File: config.mk
export PLATFORM = sky130hd
export DESIGN_NAME = gpio_pin_interrupt_logic
export DESIGN_NICKNAME = d
export VERILOG_FILES = /design/src/hw/gpio_irq_pkg.sv /design/src/hw/pin_event_detect.sv /design/src/hw/gpio_pin_interrupt_logic.sv
export SDC_FILE = /design/constraint.sdc
export NUM_CORES = 1
export LEC_CHECK = 0
export BUFFER_PORTS_ARGS = -buffer_cell sky130_fd_sc_hd__buf_2
export CORE_MARGIN = 2
export CORE_UTILIZATION = 30
export CTS_CLUSTER_SIZE = 8
export DETAILED_ROUTE_END_ITERATION = 7
export RECOVER_POWER = 50
export REMOVE_ABC_BUFFERS = 1
export SETUP_SLACK_MARGIN = 0.4
export SYNTH_ARGS = -nofsm -noshare
export SYNTH_HDL_FRONTEND = slang
export SYNTH_SLANG_ARGS = --single-unit
File: constraint.sdc
create_clock -name aclk -period 3.2 [get_ports aclk]
set_clock_uncertainty 0.15 [all_clocks]
set_input_delay 0.16 -clock aclk [delete_from_list [all_inputs] [get_ports aclk]]
set_output_delay 0.16 -clock aclk [all_outputs]
set_load 0.05 [all_outputs]
File: src/hw/gpio_irq_pkg.sv
// Purpose: shared constants for the eight-terminal pin interrupt block
// Assumes: 32-bit AXI4-Lite register bus, byte addresses, one word per register
// Notes:   only the low eight bits of every register carry data

package gpio_irq_pkg;

  // ----------------------------------------------------------------
  // widths
  // ----------------------------------------------------------------
  localparam int unsigned PINS   = 8;
  localparam int unsigned ADDR_W = 8;

  // ----------------------------------------------------------------
  // register byte offsets
  // ----------------------------------------------------------------
  localparam logic [7:0] OFF_OUT_DATA   = 8'h08;
  localparam logic [7:0] OFF_IN_DATA    = 8'h0c;
  localparam logic [7:0] OFF_EVT_ENABLE = 8'h10;
  localparam logic [7:0] OFF_RAW_EVT    = 8'h14;
  localparam logic [7:0] OFF_MASKED_EVT = 8'h18;
  localparam logic [7:0] OFF_EVT_CLEAR  = 8'h1c;
  localparam logic [7:0] OFF_TRIG_TYPE  = 8'h20;
  localparam logic [7:0] OFF_TRIG_POL   = 8'h24;
  localparam logic [7:0] OFF_BOTH_EDGE  = 8'h28;
  localparam logic [7:0] OFF_OUT_SET    = 8'h2c;
  localparam logic [7:0] OFF_OUT_CLEAR  = 8'h30;

  // ----------------------------------------------------------------
  // reset values and bus answers
  // ----------------------------------------------------------------
  localparam logic [7:0]  RST_BYTE  = 8'h00;
  localparam logic [31:0] RST_WORD  = 32'h0000_0000;
  localparam logic [1:0]  RESP_OKAY = 2'h0;
  localparam logic [1:0]  RESP_SLV  = 2'h2;

endpackage

File: src/hw/pin_event_detect.sv
// Purpose: synchronise eight pins and detect level or edge trigger conditions
// Assumes: pins are asynchronous to aclk
// Notes:   event_o is a per-cycle condition; the caller holds it as a sticky flag

`timescale 1ns/1ps

module pin_event_detect (
  input  logic       aclk,     // bus clock
  input  logic       aresetn,  // synchronous reset, active low
  input  logic [7:0] pin_i,    // raw pin levels
  input  logic [7:0] type_i,   // 0 edge, 1 level
  input  logic [7:0] pol_i,    // 0 low/falling, 1 high/rising
  input  logic [7:0] any_i,    // 1 both edges
  output logic [7:0] sync_o,   // synchronised pin levels
  output logic [7:0] event_o   // trigger condition this cycle
);

  typedef struct packed {
    logic [7:0] s1;
    logic [7:0] s2;
    logic [7:0] prev;
  } det_s;

  det_s q;
  det_s d;

  // ----------------------------------------------------------------
  // synchroniser and history
  // ----------------------------------------------------------------
  always_comb begin
    d      = q;
    d.s1   = pin_i;
    d.s2   = q.s1;
    d.prev = q.s2;
  end

  always_ff @(posedge aclk) begin
    if (!aresetn) begin
      q <= '0;
    end else begin
      q <= d;
    end
  end

  assign sync_o = q.s2;

  // ----------------------------------------------------------------
  // trigger condition
  // ----------------------------------------------------------------
  always_comb begin
    for (int i = 0; i < 8; i++) begin
      if (type_i[i]) begin
        event_o[i] = ~(q.s2[i] ^ pol_i[i]);
      end else if (any_i[i]) begin
        event_o[i] = q.s2[i] ^ q.prev[i];
      end else begin
        event_o[i] = pol_i[i] ? (q.s2[i] & ~q.prev[i]) : (~q.s2[i] & q.prev[i]);
      end
    end
  end

  // ----------------------------------------------------------------
  // checks
  // ----------------------------------------------------------------
  property p_both_edges;
    @(posedge aclk) disable iff (!aresetn)
    1 |=> ((any_i & ~type_i & (sync_o ^ $past(sync_o)) & ~event_o) == 8'h00);
  endproperty
  a_both_edges: assert property (p_both_edges) else $error("both-edge change missed");

  property p_level_match;
    @(posedge aclk) disable iff (!aresetn)
    ((type_i & (sync_o ^ pol_i) & event_o) == 8'h00);
  endproperty
  a_level_match: assert property (p_level_match) else $error("level event at inactive level");

endmodule

File: src/hw/gpio_pin_interrupt_logic.sv
// Purpose: pin interrupt and atomic output-set logic of one eight-terminal port
// Assumes: AXI4-Lite master keeps one write and one read outstanding
// Notes:   irq is a level, high while any enabled raw flag is set
//
// Decided for this implementation: the AXI4-Lite interface to the registers.

`timescale 1ns/1ps

module gpio_pin_interrupt_logic (
  input  logic        aclk,      // bus clock, 25 MHz
  input  logic        aresetn,   // synchronous reset, active low
  input  logic [7:0]  awaddr,    // write address
  input  logic        awvalid,   // write address valid
  output logic        awready,   // write address ready
  input  logic [31:0] wdata,     // write data
  input  logic [3:0]  wstrb,     // write byte strobes
  input  logic        wvalid,    // write data valid
  output logic        wready,    // write data ready
  output logic [1:0]  bresp,     // write response
  output logic        bvalid,    // write response valid
  input  logic        bready,    // write response ready
  input  logic [7:0]  araddr,    // read address
  input  logic        arvalid,   // read address valid
  output logic        arready,   // read address ready
  output logic [31:0] rdata,     // read data
  output logic [1:0]  rresp,     // read response
  output logic        rvalid,    // read data valid
  input  logic        rready,    // read data ready
  input  logic [7:0]  pin_i,     // terminal input levels
  output logic [7:0]  out_data,  // output data register
  output logic        irq        // port interrupt, level
);

  typedef struct packed {
    logic        aw_full;
    logic [7:0]  aw_addr;
    logic        w_full;
    logic [7:0]  w_data;
    logic        w_strb;
    logic        bvalid;
    logic [1:0]  bresp;
    logic        rvalid;
    logic [31:0] rdata;
    logic [1:0]  rresp;
    logic [7:0]  en;
    logic [7:0]  raw;
    logic [7:0]  typ;
    logic [7:0]  pol;
    logic [7:0]  any;
    logic [7:0]  odr;
  } regs_s;

  regs_s q;
  regs_s d;

  logic [7:0] pin_sync;
  logic [7:0] pin_event;
  logic       aw_ok;
  logic       w_ok;
  logic       do_wr;
  logic [7:0] wr_addr;
  logic [7:0] wr_byte;
  logic [7:0] clr_mask;
  logic [7:0] set_mask;
  logic [7:0] oclr_mask;
  logic [7:0] masked;

  // ----------------------------------------------------------------
  // pin synchroniser and trigger detection
  // ----------------------------------------------------------------
  pin_event_detect u_detect (
    .aclk    (aclk),
    .aresetn (aresetn),
    .pin_i   (pin_i),
    .type_i  (q.typ),
    .pol_i   (q.pol),
    .any_i   (q.any),
    .sync_o  (pin_sync),
    .event_o (pin_event)
  );

  // ----------------------------------------------------------------
  // helpers
  // ----------------------------------------------------------------
  function automatic logic hit(input logic [7:0] a, input logic [7:0] off);
    return a[7:2] == off[7:2];
  endfunction

  // returns {error, word}; write-only registers read as zero
  function automatic logic [32:0] rd_word(input logic [7:0] a, input regs_s r,
                                          input logic [7:0] syn);
    logic [7:0] v;
    logic       err;
    v   = gpio_irq_pkg::RST_BYTE;
    err = 1'b0;
    if (hit(a, gpio_irq_pkg::OFF_OUT_DATA)) begin
      v = r.odr;
    end else if (hit(a, gpio_irq_pkg::OFF_IN_DATA)) begin
      v = syn;
    end else if (hit(a, gpio_irq_pkg::OFF_EVT_ENABLE)) begin
      v = r.en;
    end else if (hit(a, gpio_irq_pkg::OFF_RAW_EVT)) begin
      v = r.raw;
    end else if (hit(a, gpio_irq_pkg::OFF_MASKED_EVT)) begin
      v = r.raw & r.en;
    end else if (hit(a, gpio_irq_pkg::OFF_TRIG_TYPE)) begin
      v = r.typ;
    end else if (hit(a, gpio_irq_pkg::OFF_TRIG_POL)) begin
      v = r.pol;
    end else if (hit(a, gpio_irq_pkg::OFF_BOTH_EDGE)) begin
      v = r.any;
    end else if (!(hit(a, gpio_irq_pkg::OFF_EVT_CLEAR) || hit(a, gpio_irq_pkg::OFF_OUT_SET)
                   || hit(a, gpio_irq_pkg::OFF_OUT_CLEAR))) begin
      err = 1'b1;
    end
    return {err, 24'h00_0000, v};
  endfunction

  // ----------------------------------------------------------------
  // write path: address and data may arrive in either order
  // ----------------------------------------------------------------
  assign awready = !q.aw_full;
  assign wready  = !q.w_full;
  assign aw_ok   = q.aw_full | awvalid;
  assign w_ok    = q.w_full | wvalid;
  assign do_wr   = aw_ok & w_ok & !q.bvalid;
  assign wr_addr = q.aw_full ? q.aw_addr : awaddr;
  assign wr_byte = (q.w_full ? q.w_strb : wstrb[0]) ? (q.w_full ? q.w_data : wdata[7:0]) : 8'h00;

  // write-one strobes; all zero outside a committing write
  assign clr_mask  = (do_wr && hit(wr_addr, gpio_irq_pkg::OFF_EVT_CLEAR)) ? wr_byte : 8'h00;
  assign set_mask  = (do_wr && hit(wr_addr, gpio_irq_pkg::OFF_OUT_SET)) ? wr_byte : 8'h00;
  assign oclr_mask = (do_wr && hit(wr_addr, gpio_irq_pkg::OFF_OUT_CLEAR)) ? wr_byte : 8'h00;
  assign masked    = q.raw & q.en;

  always_comb begin
    logic [32:0] rd;
    logic [32:0] wr_chk;
    rd     = rd_word(araddr, q, pin_sync);
    wr_chk = rd_word(wr_addr, q, pin_sync);
    d      = q;

    if (do_wr) begin
      d.aw_full = 1'b0;
      d.w_full  = 1'b0;
      d.bvalid  = 1'b1;
      d.bresp   = wr_chk[32] ? gpio_irq_pkg::RESP_SLV : gpio_irq_pkg::RESP_OKAY;
      // byte lane 0 only carries data; a write without it changes nothing
      if (q.w_full ? q.w_strb : wstrb[0]) begin
        if (hit(wr_addr, gpio_irq_pkg::OFF_EVT_ENABLE)) d.en  = wr_byte;
        if (hit(wr_addr, gpio_irq_pkg::OFF_TRIG_TYPE))  d.typ = wr_byte;
        if (hit(wr_addr, gpio_irq_pkg::OFF_TRIG_POL))   d.pol = wr_byte;
        if (hit(wr_addr, gpio_irq_pkg::OFF_BOTH_EDGE))  d.any = wr_byte;
        if (hit(wr_addr, gpio_irq_pkg::OFF_OUT_DATA))   d.odr = wr_byte;
      end
    end else begin
      if (awvalid && !q.aw_full) begin
        d.aw_full = 1'b1;
        d.aw_addr = awaddr;
      end
      if (wvalid && !q.w_full) begin
        d.w_full = 1'b1;
        d.w_data = wdata[7:0];
        d.w_strb = wstrb[0];
      end
    end
    if (q.bvalid && bready) begin
      d.bvalid = 1'b0;
    end

    // masked status register ignores writes: no state is behind it
    d.raw = (q.raw & ~clr_mask) | pin_event;
    if (!(do_wr && hit(wr_addr, gpio_irq_pkg::OFF_OUT_DATA))) begin
      d.odr = (q.odr & ~oclr_mask) | set_mask;
    end

    // read path: one outstanding read, answered the cycle after it is taken
    if (arvalid && !q.rvalid) begin
      d.rvalid = 1'b1;
      d.rdata  = rd[31:0];
      d.rresp  = rd[32] ? gpio_irq_pkg::RESP_SLV : gpio_irq_pkg::RESP_OKAY;
    end else if (q.rvalid && rready) begin
      d.rvalid = 1'b0;
    end
  end

  always_ff @(posedge aclk) begin
    if (!aresetn) begin
      q      <= '0;
      q.en   <= gpio_irq_pkg::RST_BYTE;
      q.typ  <= gpio_irq_pkg::RST_BYTE;
      q.pol  <= gpio_irq_pkg::RST_BYTE;
      q.any  <= gpio_irq_pkg::RST_BYTE;
      q.raw  <= gpio_irq_pkg::RST_BYTE;
      q.odr  <= gpio_irq_pkg::RST_BYTE;
      q.rdata <= gpio_irq_pkg::RST_WORD;
    end else begin
      q <= d;
    end
  end

  // ----------------------------------------------------------------
  // outputs
  // ----------------------------------------------------------------
  assign arready  = !q.rvalid;
  assign bvalid   = q.bvalid;
  assign bresp    = q.bresp;
  assign rvalid   = q.rvalid;
  assign rdata    = q.rdata;
  assign rresp    = q.rresp;
  assign out_data = q.odr;
  assign irq      = |masked;

  // ----------------------------------------------------------------
  // checks
  // ----------------------------------------------------------------
  property p_raw_sticky;
    @(posedge aclk) disable iff (!aresetn)
    1 |=> ((($past(q.raw) & ~$past(clr_mask)) & ~q.raw) == 8'h00);
  endproperty
  a_raw_sticky: assert property (p_raw_sticky) else $error("raw flag lost without clear");

  property p_masked_read;
    @(posedge aclk) disable iff (!aresetn)
    (arvalid && arready && hit(araddr, gpio_irq_pkg::OFF_MASKED_EVT)) |=>
      (rvalid && rdata == {24'h00_0000, $past(masked)});
  endproperty
  a_masked_read: assert property (p_masked_read) else $error("masked read mismatch");

  property p_masked_ro;
    @(posedge aclk) disable iff (!aresetn)
    (do_wr && hit(wr_addr, gpio_irq_pkg::OFF_MASKED_EVT)) |=>
      ($stable(q.en) && $stable(q.odr) && $stable(q.typ) && bresp == gpio_irq_pkg::RESP_OKAY);
  endproperty
  a_masked_ro: assert property (p_masked_ro) else $error("write to masked status had effect");

  property p_clear;
    @(posedge aclk) disable iff (!aresetn)
    (do_wr && hit(wr_addr, gpio_irq_pkg::OFF_EVT_CLEAR)) |=>
      ((q.raw & $past(clr_mask) & ~$past(pin_event)) == 8'h00);
  endproperty
  a_clear: assert property (p_clear) else $error("event clear failed");

  property p_level_sets;
    @(posedge aclk) disable iff (!aresetn)
    1 |=> ((($past(q.typ) & ~($past(pin_sync) ^ $past(q.pol))) & ~q.raw) == 8'h00);
  endproperty
  a_level_sets: assert property (p_level_sets) else $error("level condition not flagged");

  property p_out_set;
    @(posedge aclk) disable iff (!aresetn)
    (do_wr && hit(wr_addr, gpio_irq_pkg::OFF_OUT_SET)) |=>
      (((out_data & $past(set_mask)) == $past(set_mask)) && ((out_data ^ $past(out_data)) & ~$past(set_mask)) == 8'h00);
  endproperty
  a_out_set: assert property (p_out_set) else $error("output set wrong");

  property p_out_clr;
    @(posedge aclk) disable iff (!aresetn)
    (do_wr && hit(wr_addr, gpio_irq_pkg::OFF_OUT_CLEAR)) |=> ((out_data & $past(oclr_mask)) == 8'h00);
  endproperty
  a_out_clr: assert property (p_out_clr) else $error("output clear wrong");

  property p_reset_vals;
    @(posedge aclk) disable iff (!aresetn)
    $rose(aresetn) |-> (q.typ == 8'h00 && q.pol == 8'h00 && q.any == 8'h00 && q.raw == 8'h00 && !irq);
  endproperty
  a_reset_vals: assert property (p_reset_vals) else $error("bad reset state");

  property p_irq_gate;
    @(posedge aclk) disable iff (!aresetn)
    (q.en == 8'h00) |-> (!irq ##1 ((q.en != 8'h00) || !irq));
  endproperty
  a_irq_gate: assert property (p_irq_gate) else $error("interrupt not masked");

  property p_write_resp;
    @(posedge aclk) disable iff (!aresetn)
    do_wr |=> (bvalid && !awready && !wready) or (bvalid);
  endproperty
  a_write_resp: assert property (p_write_resp) else $error("write not answered next cycle");

  property p_event_sets;
    @(posedge aclk) disable iff (!aresetn)
    1 |=> (($past(pin_event) & ~q.raw) == 8'h00);
  endproperty
  a_event_sets: assert property (p_event_sets) else $error("event lost or beaten by clear");

  property p_clear_keep;
    @(posedge aclk) disable iff (!aresetn)
    (do_wr && hit(wr_addr, gpio_irq_pkg::OFF_EVT_CLEAR)) |=>
      (($past(q.raw) & ~$past(wr_byte) & ~q.raw) == 8'h00);
  endproperty
  a_clear_keep: assert property (p_clear_keep) else $error("zero clear bit dropped a flag");

  property p_read_answer;
    @(posedge aclk) disable iff (!aresetn)
    (arvalid && arready) |=> (rvalid && !arready);
  endproperty
  a_read_answer: assert property (p_read_answer) else $error("read not answered next cycle");

endmodule

==> qor.yml <==
gp_congestion: 0.895
numCtsBuffers: 9
finalWirelength_um: 14200
synth-edff-count: 0
ctsResizeCount: 0
clock_sinks: 101
clk_pin_slew_worst_paths_ns: 0.08
drive_above_1_share_pct: 11.3
muxShareOfSynthArea_pct: 9.50
synth_warnings: 0
synth_cells: 610
drtPass1Iterations: 5
max-vdd-ir-drop_v: 0.000262
met2_usage_pct: 25.2
busiest_layer: "met2"
finalCriticalPeriod_ns: 2.71
status: "finished with violations"
grtUsageTotal_pct: 15.8
place_inst: 863
final_nets: 759
synth-simple-area-share_pct: 18.0
dp_hpwl_um: 9980
core-area_um2: 17200
r2r_start: "q[104]"
crit_type: "input pin to flop"
slew_violations: 39
ff2ff_setup_slack_ns: 0.59
hold_class: "input pin to flop"
die_x_um: 136
grt-ovfl-total: 0
die_area_um2: 18500
synth.distinct_cells: 58
violations: "capacitance limit, slew limit"
clock_latency_ns: 0.36
num-fill-cells: 1867
worst_slew_pin_slew_ns: 1.60
path_max_fanout: 16
antenna_cells: 0
yosysSeqAreaShare_pct: 38.7
setup_violations: 0
met3_usage_pct: 2.95
cp-end-kind: "flop"
io_pins: 117
fin_cells: 906
wire_per_inst_um: 15.7
grtUsageMet1_pct: 22.0
cpPeakStageDelay_ns: 0.69
yosys_register_bits: 101
antenna_left: 0
leakage_uw: 0.00241
io_buffers: 59
cts-root-buf: "clkbuf_16"
rsz0062_at_grt: "false"
clk_path_buf_depth: 2
max_freq_mhz: 369
htreeDepth: 3
slew_headroom_pct: -6.59
layout_worst_path_cycle_share_pct: 84.7
rr_worst_depth: 5
cts_tree: "done"
grt_pass1_vias: 4219
drc: 0
worst_r2r_endpoint: "q[15]"
yosys.area_share.adder_pct: 3.83
crit_path_frequent_cell: "or3_1"
worstPathArrival_ns: 2.78
synth_xor_area_share_pct: 1.84
fin_setup_tns_ns: 0
path_cells: "dlygate4sd3_1 > buf_2 > or3_1 > a2111o_1 > or3_1 > nand3_1 > o21ai_0"
initial_utilization_pct: 30.4
p_per_area_nw_per_um2: 472
drt_iter0_drc: 335
synth-async-reset-ratio_pct: 0
grt_max_degree: 50
antenna_found_initial: 0
grt_pass1_wl_um: 22600
crit_slowest_cell: "or3_1"
required_ns: 3.27
max_cap_viol_count: 1
dr_total_vias: 4529
syn-mean-instance-area_um2: 8.57
finalHoldViolCount: 0
syn-cell-area_um2: 5230
startpoint: "awaddr[7]"
synth_ff_type: "dfxtp_1"
die_h_um: 136
synth-compound-area-share_pct: 18.1
crit_path_start_kind: "input pin"
rows: 48
synth_top_family_by_area: "compound AO/OA/AOI/OAI gates"
vias_per_cell: 5.00
syn_to_final_growth_pct: 16.8
crit_end: "q[15]"
## layout by cell type, fill, tap and decap left out, types with 3 or more instances in the layout
master and count:
dfxtp_1 101, nor2_1 58, o21ai_0 47, nand2_1 44
mux2i_1 35, buf_2 33, a21oi_1 30, dlygate4sd3_1 27
clkbuf_1 27, inv_1 26, conb_1 26, nand3_1 23
a211oi_1 19, and2_1 16, ha_1 16, nor2b_1 13
o22ai_1 13, mux2_2 13, xnor2_1 10, buf_4 10
clkbuf_16 9, nor3_1 8, nand2b_1 7, a221oi_1 6
a22oi_1 4, nand4_1 3, a211o_1 3, or3_1 3
a32o_1 3, clkinv_4 3
## logic make-up after synthesis
logic type,Yosys count
adder cells (fa/ha/maj),16
other,1
AO/OA/AOI/OAI,148
XOR/XNOR,11
flip-flops,101
buffers and inverters,94
AND/OR/NAND/NOR,191
multiplexers,48
## report_power, final
group / internal (µW) / switching, µW
logic: 136 / 285
registers: 1290 / 29.7
clock network: 616 / 524
## repair_timing
| item | in CTS | in global routing |
|---|---|---|
| endpoints found under the hold margin | 26 | 0 |
| buffers inserted | 0 | 0 |
| hold buffers | 27 | 0 |
## routing by layer
layer / up-vias / wire (µm)
met2: 136 / 6370
met3: 13 / 702
li1: 2229 / -
met4: 0 / 161
met1: 2151 / 6990
met5: - / 0
## registers in the layout, summed over array words and instances (netlist names), 8 cells and up
| register | cells |
|---|---|
| out_data | 8 |
| q | 57 |
| rdata | 8 |
| u_detect.d | 8 |
| u_detect.q | 8 |
| u_detect.sync_o | 8 |
## how the worst min path moves through the flow
stage,from,endpoint,depth (start not counted)
floorplan,rready,rvalid,1
global placement,rready,rvalid,2
detailed placement,rready,rvalid,2
CTS,awaddr[5],q[101],5
global route,awaddr[5],q[101],5
finish,awaddr[5],q[101],5
## per-stage QoR
step	util (%)	cell area, µm²	power [µW]	hold WS (ns)	worst slack (ns)
after global routing	35.6	6110	3000	0.138	0.275
final	35.6	6110	2890	0.106	0.491
after floorplan	-	4900	1620	0.109	0.546
after detailed placement	32.4	5570	1750	0.205	0.639
after CTS	35.8	6150	2910	0.108	0.523
after global placement	32.4	5570	1750	0.202	0.651
## final cells by class
type / count / area [µm²] / share of cell area, %
clock buffers: 9 / 225 / 3.69
multi-input cells: 440 / 2780 / 45.6
clock inverters: 7 / 81.3 / 1.33
flip-flops and latches: 101 / 2020 / 33.1
repair buffers: 98 / 617 / 10.1
inverters: 26 / 97.6 / 1.60
well taps: 225 / 282 / 4.61
## synth_stat cells (2+ instances only)
cell,n,area (µm²)
o211ai_1,2,15.0
a211o_1,3,26.3
dfxtp_1,101,2020
xnor2_1,10,87.6
a22oi_1,4,30.0
o21ai_0,47,235
nand2_1,44,165
nor4b_1,2,17.5
a2bb2oi_1,2,17.5
inv_1,26,97.6
a21oi_1,30,150
a221oi_1,6,52.6
nor3_1,8,40.0
clkbuf_1,19,71.3
nor2b_1,13,81.3
or3_1,3,18.8
mux2_2,13,146
nand3b_1,2,15.0
a41oi_1,2,17.5
a21o_1,2,15.0
ha_1,16,200
mux2i_1,35,350
o22ai_1,13,81.3
nor2_1,58,218
o41ai_1,2,17.5
nand3_1,23,115
buf_1,4,15.0
nand4_1,3,18.8
nand2b_1,7,43.8
o2111ai_1,2,17.5
a211oi_1,19,143
buf_4,44,330
a32o_1,3,30.0
and2_1,18,113
## critical path, delay by kind of cell
family / cells / cell delay (ns)
and+or+nand+nor: 3 / 1.29
AOI/OAI and AO/OA: 2 / 0.67
buffers and inverters: 2 / 0.65
Power figures use the tool's default switching activity.
